[config.mk]
export PLATFORM = sky130hd
export DESIGN_NAME = lpm_ctrl
export DESIGN_NICKNAME = d
export VERILOG_FILES = /design/src/rtl/lpm_pkg.sv /design/src/rtl/lpm_sync.sv /design/src/rtl/lpm_ctrl.sv
export SDC_FILE = /design/constraint.sdc
export NUM_CORES = 1
export LEC_CHECK = 0
export ABC_AREA = 1
export BUFFER_PORTS_ARGS = -buffer_cell sky130_fd_sc_hd__buf_4
export CORE_MARGIN = 8
export CORE_UTILIZATION = 53
export CTS_BUF_LIST = sky130_fd_sc_hd__clkbuf_8
export DETAILED_ROUTE_END_ITERATION = 8
export GPL_TIMING_DRIVEN = 0
export HOLD_SLACK_MARGIN = 0.05
export PLACE_DENSITY = 0.95
export SETUP_SLACK_MARGIN = 0.15
export SKIP_CTS_REPAIR_TIMING = 1
export SLEW_MARGIN = 5
export SYNTH_ARGS = -nofsm -noshare
export SYNTH_HDL_FRONTEND = slang
export SYNTH_SLANG_ARGS = --single-unit
[constraint.sdc]
create_clock -name clock -period 4.28 [get_ports clock]
set_clock_uncertainty 0.1 [all_clocks]
set_input_delay 0.642 -clock clock [delete_from_list [all_inputs] [get_ports clock]]
set_output_delay 0.642 -clock clock [all_outputs]
set_load 0.01 [all_outputs]
[src/rtl/lpm_pkg.sv]
package lpm_pkg;

   // Operating modes of the device
   typedef enum logic [2:0] {
      LPM_RUN,
      LPM_SLEEP,
      LPM_STOP0,
      LPM_STOP1,
      LPM_STBY_RET,
      LPM_STBY
   } lpm_mode_type;

   // Low-power mode selection codes given with the entry request
   localparam logic [2:0] LP_SEL_SLEEP    = 3'h1;
   localparam logic [2:0] LP_SEL_STOP0    = 3'h2;
   localparam logic [2:0] LP_SEL_STOP1    = 3'h3;
   localparam logic [2:0] LP_SEL_STBY_RET = 3'h4;
   localparam logic [2:0] LP_SEL_STBY     = 3'h5;

   // Sizes
   localparam int SRAM_BANKS = 2;
   localparam int WAKE_PINS  = 8;
   localparam int IO_COUNT   = 20;
   localparam int AUTO_PERIS = 6;
   localparam int SYNC_W     = WAKE_PINS + 1;

   // Autonomous peripheral positions in request and wake vectors
   localparam int P_SERIAL   = 0;
   localparam int P_LPSERIAL = 1;
   localparam int P_I2C      = 2;
   localparam int P_SPI      = 3;
   localparam int P_ADC      = 4;
   localparam int P_LPTIM    = 5;

   // Reset values
   localparam logic RST_FLASH_PD   = 1'b0;
   localparam logic RST_IO_ANALOG  = 1'b1;
   localparam logic RST_RST_PULLUP = 1'b1;

endpackage

[src/rtl/lpm_sync.sv]
`timescale 1ns/100ps

module lpm_sync #(
   parameter int W = 1
) (
   // Clock and reset
   input  wire logic         clock,
   input  wire logic         rstn,
   // Data
   input  wire logic [W-1:0] async_in,
   output logic      [W-1:0] sync_out
);

   logic [W-1:0] meta_reg;

   // Two flops; the first one feeds only the second
   always_ff @(posedge clock or negedge rstn) begin
      if (!rstn) begin
         meta_reg <= '0;
         sync_out <= '0;
      end else begin
         meta_reg <= async_in;
         sync_out <= meta_reg;
      end
   end

endmodule // lpm_sync

[src/rtl/lpm_ctrl.sv]
`timescale 1ns/100ps

// What this block does
// - Flash power-down is optional, chosen by software, off after reset.
// - Each SRAM bank has its own power switch set by software.
// - Fast internal oscillator starts on peripheral request in stop 1, stops after; always on in stop 0.
// - External oscillator runs while radio requests it in run, sleep and stop 0; off in stop 1 and standby.
// - Eight wake-up pins in standby, each enabled by software.
// - In standby I/O levels held by pull-up, pull-down, or left floating.
// - Serial ports work in stop in async or SPI master mode, wake on events.
// - Autonomous I2C port works in stop and wakes on transfer events.
// - Autonomous SPI port works in stop and wakes on transfer events.
// - Analog converter works in stop and wakes on conversion events.
// - Low-power timer runs in stop and wakes on its events.
// - DMA works in stop 0 and wakes on events; only retains in stop 1.
// - In standby debug unit reachable only while debugger requests power-up.
// - During and after reset all I/Os analog with Schmitt input off.
// - Reset pin pull-up switched off when reset source is internal.
// - Optional functions off by default; retained keep state; others off.
// - Retained SRAM parity error wakes from stop via parity irq or NMI.
// - Without bus clock requests, return to stop 1 if stop 1 selected.

module lpm_ctrl (
   // Clock and reset
   input  wire logic                              clock,
   input  wire logic                              rstn,
   // Software mode control
   input  wire logic                              lp_enter,
   input  wire logic [2:0]                        lp_sel,
   input  wire logic                              flash_pd_en,
   input  wire logic [lpm_pkg::SRAM_BANKS-1:0]    sram_bank_en,
   input  wire logic                              hse_sw_en,
   // Autonomous peripherals
   input  wire logic [lpm_pkg::AUTO_PERIS-1:0]    peri_en,
   input  wire logic [lpm_pkg::AUTO_PERIS-1:0]    peri_wake_en,
   input  wire logic [lpm_pkg::AUTO_PERIS-1:0]    peri_wake_irq,
   input  wire logic [lpm_pkg::AUTO_PERIS-1:0]    peri_hsi_req,
   input  wire logic [1:0]                        serial_mode_ok,
   input  wire logic                              bus_clk_req,
   input  wire logic                              radio_hse_req,
   input  wire logic                              dma_en,
   input  wire logic                              dma_wake_en,
   input  wire logic                              dma_wake_irq,
   // SRAM parity
   input  wire logic                              sram_parity_err,
   input  wire logic                              parity_irq_en,
   input  wire logic                              parity_nmi_en,
   // Wake-up pins and I/O retention
   input  wire logic [lpm_pkg::WAKE_PINS-1:0]     wake_pin,
   input  wire logic [lpm_pkg::WAKE_PINS-1:0]     wake_pin_en,
   input  wire logic                              io_retain_en,
   input  wire logic [lpm_pkg::IO_COUNT-1:0]      io_level,
   input  wire logic                              io_config_done,
   input  wire logic                              io_release,
   // Debug and reset source
   input  wire logic                              debug_power_up_request,
   input  wire logic                              reset_internal,
   // Mode and power outputs
   output lpm_pkg::lpm_mode_type                  mode_reg,
   output logic                                   cpu_clk_on_reg,
   output logic                                   sys_clk_on_reg,
   output logic                                   flash_pd_reg,
   output logic [lpm_pkg::SRAM_BANKS-1:0]         sram_power_reg,
   output logic                                   internal_fast_oscillator_on_reg,
   output logic                                   external_fast_oscillator_on_reg,
   // Peripheral state outputs
   output logic [lpm_pkg::AUTO_PERIS-1:0]         peri_run_reg,
   output logic                                   dma_run_reg,
   output logic                                   dma_retain_reg,
   output logic                                   wake_event_reg,
   output logic                                   parity_wake_reg,
   // I/O and debug outputs
   output logic                                   io_analog_reg,
   output logic                                   io_schmitt_en_reg,
   output logic [lpm_pkg::IO_COUNT-1:0]           io_pull_up_reg,
   output logic [lpm_pkg::IO_COUNT-1:0]           io_pull_down_reg,
   output logic                                   reset_pullup_en_reg,
   output logic                                   debug_access_port_zero_reg
);

   ////////////////////////////////////////////////////////////////////////////
   // Input synchronisers and helpers

   logic [lpm_pkg::SYNC_W-1:0]    sync_bus;
   logic [lpm_pkg::WAKE_PINS-1:0] wake_pin_s;
   logic                          dbg_req_s;
   lpm_pkg::lpm_mode_type         mode_next;
   logic                          in_stop;
   logic                          in_stby;
   logic                          peri_wake;
   logic                          dma_wake;
   logic                          parity_wake;
   logic                          pin_wake;
   logic [lpm_pkg::AUTO_PERIS-1:0] peri_ok;

   // Pins from outside the clock domain
   lpm_sync #(
      .W (lpm_pkg::SYNC_W)
   ) u_sync (
      .clock    (clock),
      .rstn     (rstn),
      .async_in ({debug_power_up_request, wake_pin}),
      .sync_out (sync_bus)
   );

   assign wake_pin_s = sync_bus[lpm_pkg::WAKE_PINS-1:0];
   assign dbg_req_s  = sync_bus[lpm_pkg::WAKE_PINS];

   // Mode class decode, used in several places
   function automatic logic is_stop(input lpm_pkg::lpm_mode_type m);
      is_stop = (m == lpm_pkg::LPM_STOP0) || (m == lpm_pkg::LPM_STOP1);
   endfunction

   function automatic logic is_stby(input lpm_pkg::lpm_mode_type m);
      is_stby = (m == lpm_pkg::LPM_STBY_RET) || (m == lpm_pkg::LPM_STBY);
   endfunction

   assign in_stop = is_stop(mode_reg);
   assign in_stby = is_stby(mode_reg);

   ////////////////////////////////////////////////////////////////////////////
   // Wake-up sources

   // Serial ports stay usable in stop only in async or SPI master mode
   always_comb begin
      peri_ok = peri_en;
      peri_ok[lpm_pkg::P_SERIAL]   = peri_en[lpm_pkg::P_SERIAL] &
                                     serial_mode_ok[0];
      peri_ok[lpm_pkg::P_LPSERIAL] = peri_en[lpm_pkg::P_LPSERIAL] &
                                     serial_mode_ok[1];
   end

   // Wake enables default to off, so optional wake stays dormant
   assign peri_wake   = |(peri_wake_irq & peri_wake_en & peri_ok);
   assign dma_wake    = dma_wake_irq & dma_wake_en & dma_en &
                        (mode_reg == lpm_pkg::LPM_STOP0);
   assign parity_wake = sram_parity_err &
                        (parity_irq_en | parity_nmi_en);
   assign pin_wake    = |(wake_pin_s & wake_pin_en);

   ////////////////////////////////////////////////////////////////////////////
   // Mode state machine

   always_comb begin
      mode_next = mode_reg;
      unique case (mode_reg)
         lpm_pkg::LPM_RUN: begin
            if (lp_enter) begin
               unique case (lp_sel)
                  lpm_pkg::LP_SEL_SLEEP:    mode_next = lpm_pkg::LPM_SLEEP;
                  lpm_pkg::LP_SEL_STOP0:    mode_next = lpm_pkg::LPM_STOP0;
                  lpm_pkg::LP_SEL_STOP1:    mode_next = lpm_pkg::LPM_STOP1;
                  lpm_pkg::LP_SEL_STBY_RET: mode_next = lpm_pkg::LPM_STBY_RET;
                  lpm_pkg::LP_SEL_STBY:     mode_next = lpm_pkg::LPM_STBY;
                  default:                  mode_next = lpm_pkg::LPM_RUN;
               endcase
            end
         end
         lpm_pkg::LPM_SLEEP: begin
            if (peri_wake || dma_wake_irq || parity_wake) begin
               mode_next = lpm_pkg::LPM_RUN;
            end
         end
         lpm_pkg::LPM_STOP0: begin
            if (peri_wake || dma_wake || parity_wake) begin
               mode_next = lpm_pkg::LPM_RUN;
            end else if (!bus_clk_req &&
                         lp_sel == lpm_pkg::LP_SEL_STOP1) begin
               mode_next = lpm_pkg::LPM_STOP1;
            end
         end
         lpm_pkg::LPM_STOP1: begin
            if (peri_wake || parity_wake) begin
               mode_next = lpm_pkg::LPM_RUN;
            end else if (bus_clk_req) begin
               mode_next = lpm_pkg::LPM_STOP0;
            end
         end
         lpm_pkg::LPM_STBY_RET, lpm_pkg::LPM_STBY: begin
            if (pin_wake) begin
               mode_next = lpm_pkg::LPM_RUN;
            end
         end
      endcase
   end

   // Mode register
   always_ff @(posedge clock or negedge rstn) begin
      if (!rstn) begin
         mode_reg <= lpm_pkg::LPM_RUN;
      end else begin
         mode_reg <= mode_next;
      end
   end

   // Wake pulse marks the cycle in which a low-power mode is left
   always_ff @(posedge clock or negedge rstn) begin
      if (!rstn) begin
         wake_event_reg  <= 1'b0;
         parity_wake_reg <= 1'b0;
      end else begin
         wake_event_reg  <= (mode_reg != lpm_pkg::LPM_RUN) &&
                            (mode_next == lpm_pkg::LPM_RUN);
         parity_wake_reg <= in_stop && parity_wake;
      end
   end

   ////////////////////////////////////////////////////////////////////////////
   // Clocks and oscillators

   // System clock follows the next mode so it is back with the wake
   always_ff @(posedge clock or negedge rstn) begin
      if (!rstn) begin
         cpu_clk_on_reg <= 1'b1;
         sys_clk_on_reg <= 1'b1;
      end else begin
         cpu_clk_on_reg <= (mode_next == lpm_pkg::LPM_RUN);
         sys_clk_on_reg <= (mode_next == lpm_pkg::LPM_RUN) ||
                           (mode_next == lpm_pkg::LPM_SLEEP) ||
                           (mode_next == lpm_pkg::LPM_STOP0);
      end
   end

   // Fast oscillators; in stop 1 the internal one lives only on demand and the external one stays off
   always_ff @(posedge clock or negedge rstn) begin
      if (!rstn) begin
         internal_fast_oscillator_on_reg <= 1'b1;
         external_fast_oscillator_on_reg <= 1'b0;
      end else begin
         if (is_stop(mode_next)) begin
            internal_fast_oscillator_on_reg <=
               |(peri_hsi_req & peri_ok) ||
               (mode_next == lpm_pkg::LPM_STOP0);
         end else begin
            internal_fast_oscillator_on_reg <= !is_stby(mode_next);
         end
         if (mode_next == lpm_pkg::LPM_STOP0) begin
            external_fast_oscillator_on_reg <= radio_hse_req;
         end else if (is_stop(mode_next) || is_stby(mode_next)) begin
            external_fast_oscillator_on_reg <= 1'b0;
         end else begin
            external_fast_oscillator_on_reg <= hse_sw_en | radio_hse_req;
         end
      end
   end

   ////////////////////////////////////////////////////////////////////////////
   // Memories

   // Flash power-down and independent SRAM switches
   always_ff @(posedge clock or negedge rstn) begin
      if (!rstn) begin
         flash_pd_reg   <= lpm_pkg::RST_FLASH_PD;
         sram_power_reg <= '1;
      end else begin
         flash_pd_reg   <= flash_pd_en;
         sram_power_reg <= sram_bank_en;
      end
   end

   ////////////////////////////////////////////////////////////////////////////
   // Autonomous peripherals and DMA

   // Kernel run enable: on in run, sleep and stop; off in standby
   always_ff @(posedge clock or negedge rstn) begin
      if (!rstn) begin
         peri_run_reg <= '0;
      end else if (is_stby(mode_next)) begin
         peri_run_reg <= '0;
      end else if (is_stop(mode_next)) begin
         peri_run_reg <= peri_ok;
      end else begin
         peri_run_reg <= peri_en;
      end
   end

   // DMA transfers in stop 0 but only keeps state in stop 1
   always_ff @(posedge clock or negedge rstn) begin
      if (!rstn) begin
         dma_run_reg    <= 1'b0;
         dma_retain_reg <= 1'b0;
      end else begin
         dma_run_reg    <= dma_en && !is_stby(mode_next) &&
                           (mode_next != lpm_pkg::LPM_STOP1);
         dma_retain_reg <= dma_en &&
                           (mode_next == lpm_pkg::LPM_STOP1);
      end
   end

   ////////////////////////////////////////////////////////////////////////////
   // I/O state, retention and reset pin

   // Analog state holds until software configures the pins
   always_ff @(posedge clock or negedge rstn) begin
      if (!rstn) begin
         io_analog_reg     <= lpm_pkg::RST_IO_ANALOG;
         io_schmitt_en_reg <= 1'b0;
      end else if (io_config_done) begin
         io_analog_reg     <= 1'b0;
         io_schmitt_en_reg <= 1'b1;
      end
   end

   // Levels captured on standby entry stay after exit until released
   always_ff @(posedge clock or negedge rstn) begin
      if (!rstn) begin
         io_pull_up_reg   <= '0;
         io_pull_down_reg <= '0;
      end else if (!in_stby && is_stby(mode_next)) begin
         if (io_retain_en) begin
            io_pull_up_reg   <= io_level;
            io_pull_down_reg <= ~io_level;
         end else begin
            io_pull_up_reg   <= '0;
            io_pull_down_reg <= '0;
         end
      end else if (io_release && !in_stby) begin
         io_pull_up_reg   <= '0;
         io_pull_down_reg <= '0;
      end
   end

   // Pull-up drops while an internal source holds reset
   always_ff @(posedge clock or negedge rstn) begin
      if (!rstn) begin
         reset_pullup_en_reg <= lpm_pkg::RST_RST_PULLUP;
      end else begin
         reset_pullup_en_reg <= !reset_internal;
      end
   end

   // Debug port gated by the debugger request only in standby
   always_ff @(posedge clock or negedge rstn) begin
      if (!rstn) begin
         debug_access_port_zero_reg <= 1'b1;
      end else begin
         debug_access_port_zero_reg <= !is_stby(mode_next) ||
                                       dbg_req_s;
      end
   end
endmodule // lpm_ctrl

### Yosys cells after proc, flatten, opt, wreduce, memory -nomap -nowiden

Index checks and enable logic that the tools add are counted.

| word-level totals | value |
|---|---|
| latch bits | 0 |
| input port bits | 85 |
| output and inout bits | 64 |
| bits in writable memories | 0 |
| memory bits (read-only) | 0 |
| memories kept | 0 |
| register bits after elaboration | 82 |

| operators by class | value |
|---|---|
| bitwise gates (word level) | 13 |
| reduce and logical (&&, ||, !) cells | 34 |
| mux-type cells | 19 |
| equality and inequality tests | 16 |
| shifts and indexed selects | 0 |
| div/mod/pow operators | 0 |
| order comparisons | 0 |
| multiply operators | 0 |
| $add $sub $neg | 0 |

Operators by type and width:

| kind | count |
|---|---|
| $mux 20 | 5 |
| $pmux 3 s5 | 2 |
| $mux 3 | 7 |
| $not 20->20 | 1 |
| $and 6x6->6 | 3 |
| $eq 3x2->1 const B | 6 |
| $eq 3x3->1 const B | 6 |
| $logic_or 1x1->1 | 14 |
| $reduce_or 6->1 | 2 |
| $eq 3x1->1 const B | 3 |
| $and 8x8->8 | 1 |
| $logic_and 1x1->1 | 8 |
| $reduce_or 8->1 | 1 |
| $and 1x1->1 | 6 |
| $logic_not 3->1 | 2 |
| $mux 6 | 1 |
| $logic_not 1->1 | 4 |
| $mux 1 | 3 |
| $ne 3x2->1 const B | 1 |
| $reduce_bool 3->1 | 1 |
| $mux 2 | 1 |
| $or 1x1->1 | 2 |
| $reduce_bool 2->1 | 1 |
| $reduce_or 2->1 | 1 |

### Longest topological paths before layout

| logic depth | value |
|---|---|
| depth in word-level cells | 12 |
| mapped depth | 12 |

### Cells and area by module

Synthesis repeated with hierarchy kept, for this count alone.

| unflattened totals | value |
|---|---|
| cell total of the unflattened synthesis | 328 |
| area, all modules | 3347.0 um^2 |

By module, submodules not included:

| module | cells an instance | area an instance (um^2) | times used | seq. area each (um^2) |
|---|---|---|---|---|
| lpm_ctrl | 310 | 2896.5 | 1 | 1611.5 |
| lpm_sync | 18 | 450.4 | 1 | 450.4 |

### Worst setup path before layout

No wires, ideal clock.

| timing | value |
|---|---|
| path type | in2reg |
| from | input port parity_nmi_en |
| to | register io_pull_up_reg[0] (netlist name) |
| path buffers | 1 |
| stages on the path | 10 |
| path slack | 2315 ps |
| arrival time | 1799 ps |
| required time | 4114 ps |
| path through | o21ai_0 nand2_1 nor2_1 nand4_2 nand3_4 nor2_4 inv_2 buf_6 nand3_1 nand2_1 |

| on the way | value |
|---|---|
| word-level cells in the longest chain between the ends | 9 |
| elaborated cells on any way between the ends | 15 |

Ends and longest elaborated chain:

| element | line | RTL |
|---|---|---|
| start: declaration | lpm_ctrl.sv:47 | `input wire logic parity_nmi_en,` |
| $or 1x1->1 (*) | lpm_ctrl.sv:138 | `(parity_irq_en \| parity_nmi_en);` |
| $and 1x1->1 (*) | lpm_ctrl.sv:137 | `assign parity_wake = sram_parity_err &` |
| $logic_or 1x1->1, on equally long branches | lpm_ctrl.sv:173, lpm_ctrl.sv:160, lpm_ctrl.sv:165 |  |
| $mux 3, on equally long branches | lpm_ctrl.sv:173, lpm_ctrl.sv:160, lpm_ctrl.sv:165 |  |
| $pmux 3 s5 (*) | lpm_ctrl.sv:146 | `unique case (mode_reg)` |
| $eq 3x3->1 | lpm_ctrl.sv:115 | `is_stby = (m == lpm_pkg::LPM_STBY_RET) \|\| (m == lpm_pkg::LPM_STBY);` |
| $logic_or 1x1->1 (*) | lpm_ctrl.sv:115 |  |
| $logic_and 1x1->1 (*) | lpm_ctrl.sv:309 | `end else if (!in_stby && is_stby(mode_next)) begin` |
| $mux 20 / $reduce_bool 2->1 (equally long branches) | - |  |
| end signal: assignment | lpm_ctrl.sv:311 | `io_pull_up_reg <= io_level;` |
| end: declaration | lpm_ctrl.sv:75 | `output logic [lpm_pkg::IO_COUNT-1:0] io_pull_up_reg,` |

Every way passes the cells marked *; elsewhere a longest branch is shown, timed or not.
A chain may end at the register's enable or synchronous reset.

### Final worst setup path

| timing | value |
|---|---|
| from | input port parity_nmi_en |
| to | register io_pull_down_reg[2] (netlist name) |

| on the way | value |
|---|---|
| word-level cells in the longest chain between the ends | 9 |
| elaborated cells on any way between the ends | 15 |

Ends and longest elaborated chain:

| element | line | RTL |
|---|---|---|
| $or 1x1->1 (*) | lpm_ctrl.sv:138 |  |
| $and 1x1->1 (*) | lpm_ctrl.sv:137 |  |
| $logic_or 1x1->1, on equally long branches | lpm_ctrl.sv:173, lpm_ctrl.sv:160, lpm_ctrl.sv:165 |  |
| $mux 3, on equally long branches | lpm_ctrl.sv:173, lpm_ctrl.sv:160, lpm_ctrl.sv:165 |  |
| $pmux 3 s5 (*) | lpm_ctrl.sv:146 |  |
| $eq 3x3->1 | lpm_ctrl.sv:115 |  |
| $logic_or 1x1->1 (*) | lpm_ctrl.sv:115 |  |
| $logic_and 1x1->1 (*) | lpm_ctrl.sv:309 |  |
| $mux 20 / $reduce_bool 2->1 (equally long branches) | - |  |
| end signal: assignment | lpm_ctrl.sv:312 | `io_pull_down_reg <= ~io_level;` |
| end: declaration | lpm_ctrl.sv:76 | `output logic [lpm_pkg::IO_COUNT-1:0] io_pull_down_reg,` |

Marks and branches as above.

==> impl_results.rst <==
.. list-table::
   :header-rows: 1

   * - Metric
     - Value
   * - Power, Total
     - 2.013 mW
   * - XOR/XNOR Fraction of Synth Area
     - 0%
   * - Count of synthesis-stage warnings from yosys
     - 0
   * - Cell leakage power
     - 2.650 nW
   * - Highest clock rate
     - 0.4617 GHz
   * - Grt peak-use layer
     - met2
   * - Fraction of the mapped netlist area in compound gates
     - 2.620%
   * - IO Port Bufs
     - 147
   * - Clock transition at the register clock pins on the worst setup and hold paths after CTS
     - 0.08 ns
   * - Share of final-layout standard cells stronger than drive strength 1
     - 36.17%
   * - Root buffer cell
     - sky130_fd_sc_hd__clkbuf_8
   * - GRT Resource Usage Total
     - 21.06%
   * - Final Instance Area
     - 0.004765 mm²
   * - Final core utilization
     - 75.90%
   * - Clk sinks
     - 82
   * - Final setup margin
     - 2.114 ns
   * - Final Slew Violations
     - 0
   * - Slew Limit Headroom
     - 32.85%
   * - DP Worst Slack
     - 1.780 ns
   * - Synthesized netlist net count
     - 439
   * - Worst hold path class
     - reg -> reg
   * - Most repeated library cell on the critical path
     - sky130_fd_sc_hd__nand2_1
   * - Global-route track usage on met1
     - 24.38%
   * - Row cnt
     - 29
   * - Floorplan Core Area
     - 0.006277 mm²
   * - Buffering stage count on the worst path with inverters included
     - 3
   * - Antenna viol nets, final
     - 0
   * - Largest family of logic cells by synthesized area
     - simple AND/OR/NAND/NOR gates
   * - Met2 track demand over resource
     - 36.27%
   * - Reg-to-reg critical path startpoint
     - mode_reg[1]
   * - Total die area
     - 0.009213 mm²
   * - Routed wire length
     - 9.720 mm
   * - Hold violation count in the final report
     - 0
   * - Top-area cell type share of the netlist area
     - 54.61%
   * - Critical Path Sink Type
     - register
   * - Setup total negative slack
     - 0 ns
   * - Vias in the first global route
     - 3111
   * - Total via count in the routed design
     - 3078
   * - Final period util
     - 50.60%
   * - Detailed-router iteration count before antenna repair
     - 6
   * - Worst reg2reg setup slack
     - 2.16 ns
   * - Placer congestion estimate
     - 0.8780
   * - Maximum fanout encountered on the critical timing path
     - 10
   * - Cell Area, Placed
     - 0.004591 mm²
   * - Top cells by area in the synthesized netlist
     - sky130_fd_sc_hd__dfrtp_1, sky130_fd_sc_hd__nand3_1, sky130_fd_sc_hd__nand2_1
   * - Maximum level of the CTS H-tree
     - 3
   * - Detailed placement HPWL
     - 7.615 mm
   * - Post-synthesis share of cell area spent on and, or, nand and nor gates
     - 30.59%
   * - Power share of the sequential group
     - 46.6%
   * - Hold Path Depth
     - 0
   * - Distinct cells, synth
     - 24
   * - Floorplan die height
     - 95.99 µm
   * - Family with the most delay on the worst path
     - simple AND/OR/NAND/NOR gates
   * - Critical Path Start Type
     - input pin
   * - Multiplexer share of the synthesized area
     - 0%
   * - Unrepaired setup endpoints after global routing
     - no
   * - Worst EP required
     - 4.47 ns
   * - Minimum clock period
     - 2.166 ns
   * - Startpoint of the tightest hold check path
     - u_sync.meta_reg[5]
   * - Internal power of the cells
     - 1.363 mW
   * - Latest clock arrival within the worst-skew pair
     - 0.34 ns
   * - Number of inserted filler cells in the final layout
     - 436
   * - CP max stage cell
     - sky130_fd_sc_hd__o21ai_0
   * - Max Cap Violations
     - 0
   * - Routed length per placed instance
     - 16.36 µm
   * - Synthesized area per cell
     - 9.578 µm²
   * - Number of design-rule violations left by the first detailed-router iteration
     - 123
   * - Nets
     - 597
   * - Area growth from synthesis to final layout
     - 40.52%
   * - TritonCTS Buffers
     - 9
   * - Worst setup path startpoint
     - parity_nmi_en
   * - Slew at the pin closest to its max-slew limit
     - 1.007 ns
   * - Synthesized instance count
     - 354
   * - FF-to-FF path depth
     - 11
   * - Hold Path Sink
     - u_sync.sync_out[5]
   * - Synth Cell Area
     - 0.003391 mm²
   * - Sequential fraction of the synthesis area
     - 60.81%
   * - Clock tree from TritonCTS
     - yes
   * - Post-detailed-route via-to-cell ratio
     - 5.182
   * - Outcome
     - completed
   * - Number of buffers between clock root and the deepest sink
     - 2
   * - Arrival time at the worst endpoint
     - 2.35 ns
   * - Number of synthesized register bits
     - 82
   * - Width of the die
     - 95.99 µm
   * - Total power per unit cell area
     - 422.5 mW/mm²
   * - Area leader, netlist
     - sky130_fd_sc_hd__dfrtp_1
   * - Combinational fraction of design power
     - 28.8%
   * - First-pass GRT wire length
     - 15.08 mm
   * - Highest cell delay on the worst timing path
     - 0.43 ns
   * - Residual DRC
     - 0
   * - Final setup viols
     - 0
   * - Maximum number of pins on one net before global-route repair
     - 83
   * - Critical path type
     - in -> reg
   * - VDD IR max
     - 261.9 µV
   * - Post-synthesis share of cell area spent on full adders, half adders and majority gates
     - 0%
   * - Part of the total power dissipated in the clock network
     - 24.6%
   * - Worst path cell trace
     - buf_4 -> o21ai_0 -> nand2_1 -> nor2_1 -> nand4_2 -> nand3_4 -> nor2_4 -> inv_2 -> buf_6 -> nand3_1 -> nand2_1
   * - Sum of overflow across all layers after global routing
     - 0
   * - Reg-to-reg critical path endpoint
     - io_pull_up_reg[2]
   * - Net Sw Frac
     - 32.32%
   * - Antenna Diode Count
     - 0
   * - Switching power
     - 0.6506 mW
   * - Initial core utilization
     - 54.02%
   * - Met3 routing resource usage after global routing
     - 5.070%
   * - # IOs
     - 149
   * - Number of antenna violations at the first check in global routing
     - 0
## how the worst max path moves through the flow
stage / end / slack [ns] / cells past startpoint
6_report: io_pull_down_reg[2] / 2.11 / 11
5_1_grt: io_pull_down_reg[9] / 2.00 / 11
4_1_cts: io_pull_up_reg[9] / 2.12 / 11
3_5_place_dp: io_pull_up_reg[9] / 1.78 / 11
3_3_place_gp: io_pull_up_reg[17] / 1.82 / 11
2_1_floorplan: io_pull_up_reg[0] / 2.31 / 10
## stage by stage
step                      instances  hold slack (ns)
after CTS                       594           0.2545
after floorplan                 354           0.2312
after detailed placement        578           0.2355
final                           594           0.2517
after global routing            594           0.2582
after global placement          578           0.2317
## worst register-to-register path, cell delays in order, from the launching register on
cell and delay, ns:
sky130_fd_sc_hd__dfrtp_1 0.48, sky130_fd_sc_hd__inv_1 0.11, sky130_fd_sc_hd__nand2_1 0.09, sky130_fd_sc_hd__a21oi_2 0.19
sky130_fd_sc_hd__nand2_1 0.08, sky130_fd_sc_hd__nand2_1 0.18, sky130_fd_sc_hd__nand3_4 0.18, sky130_fd_sc_hd__nor2_4 0.21
sky130_fd_sc_hd__inv_2 0.11, sky130_fd_sc_hd__buf_6 0.15, sky130_fd_sc_hd__nand3_1 0.06, sky130_fd_sc_hd__nand2_1 0.07
## layer usage
layer	part of all wire, %	wire length (µm)
met1	38	3666
met2	50	4839
met3	11	1043
met4	1.8	171
met5	0	0
## placed cells by master, fill, tap and decap left out
cell type	count
sky130_fd_sc_hd__or2_2	3
sky130_fd_sc_hd__a22o_1	2
sky130_fd_sc_hd__o211ai_1	1
sky130_fd_sc_hd__inv_2	2
sky130_fd_sc_hd__nor2_4	2
sky130_fd_sc_hd__nor3_1	5
sky130_fd_sc_hd__dfrtp_1	74
sky130_fd_sc_hd__clkbuf_1	8
sky130_fd_sc_hd__nand2_1	85
sky130_fd_sc_hd__nand4_1	3
sky130_fd_sc_hd__o21ai_0	6
sky130_fd_sc_hd__inv_1	26
sky130_fd_sc_hd__inv_6	1
sky130_fd_sc_hd__dfstp_2	8
sky130_fd_sc_hd__a21oi_1	2
sky130_fd_sc_hd__a32o_1	1
sky130_fd_sc_hd__nand3_4	1
sky130_fd_sc_hd__nand3b_1	20
sky130_fd_sc_hd__buf_6	4
sky130_fd_sc_hd__nand3_1	74
sky130_fd_sc_hd__a21oi_2	1
sky130_fd_sc_hd__o21ai_1	1
sky130_fd_sc_hd__clkinvlp_4	2
sky130_fd_sc_hd__clkinv_2	1
sky130_fd_sc_hd__nor2_1	22
sky130_fd_sc_hd__buf_4	151
sky130_fd_sc_hd__clkbuf_8	10
sky130_fd_sc_hd__nand4_2	1
## logic make-up after synthesis
family / count (synthesis)
flip-flops: 82
buffers and inverters: 42
AND/OR/NAND/NOR: 216
AO/OA/AOI/OAI: 14
## power by group through the flow
stage	registers, mW	clock network [mW]	logic, mW
after floorplan	0.988	0	0.246
after global placement	0.948	0	0.566
after detailed placement	0.953	0	0.584
after CTS	0.939	0.505	0.586
after global routing	0.949	0.538	0.633
final	0.939	0.494	0.580
## cells in the mapped netlist, drive strengths merged
master	n
nor2	24
nand3	75
dfrtp	74
inv	26
buf	8
nand3b	20
or2	3
nor3	5
dfstp	8
clkbuf	8
o21ai	7
a21oi	3
a32o	1
nand2	85
a22o	2
o211ai	1
nand4	4
## final cells by class
class / count / area, µm² / area share, %
Inverter: 26 / 97.59 / 2.048
Tap cell: 77 / 96.34 / 2.022
Sequential cell: 82 / 2062 / 43.28
Timing Repair Buffer: 147 / 1104 / 23.16
Clock buffer: 10 / 137.6 / 2.889
Multi-Input combinational cell: 230 / 1126 / 23.63
Buffer: 16 / 105.1 / 2.206
Clock inverter: 6 / 36.28 / 0.7616
Power figures use the tool's default switching activity.
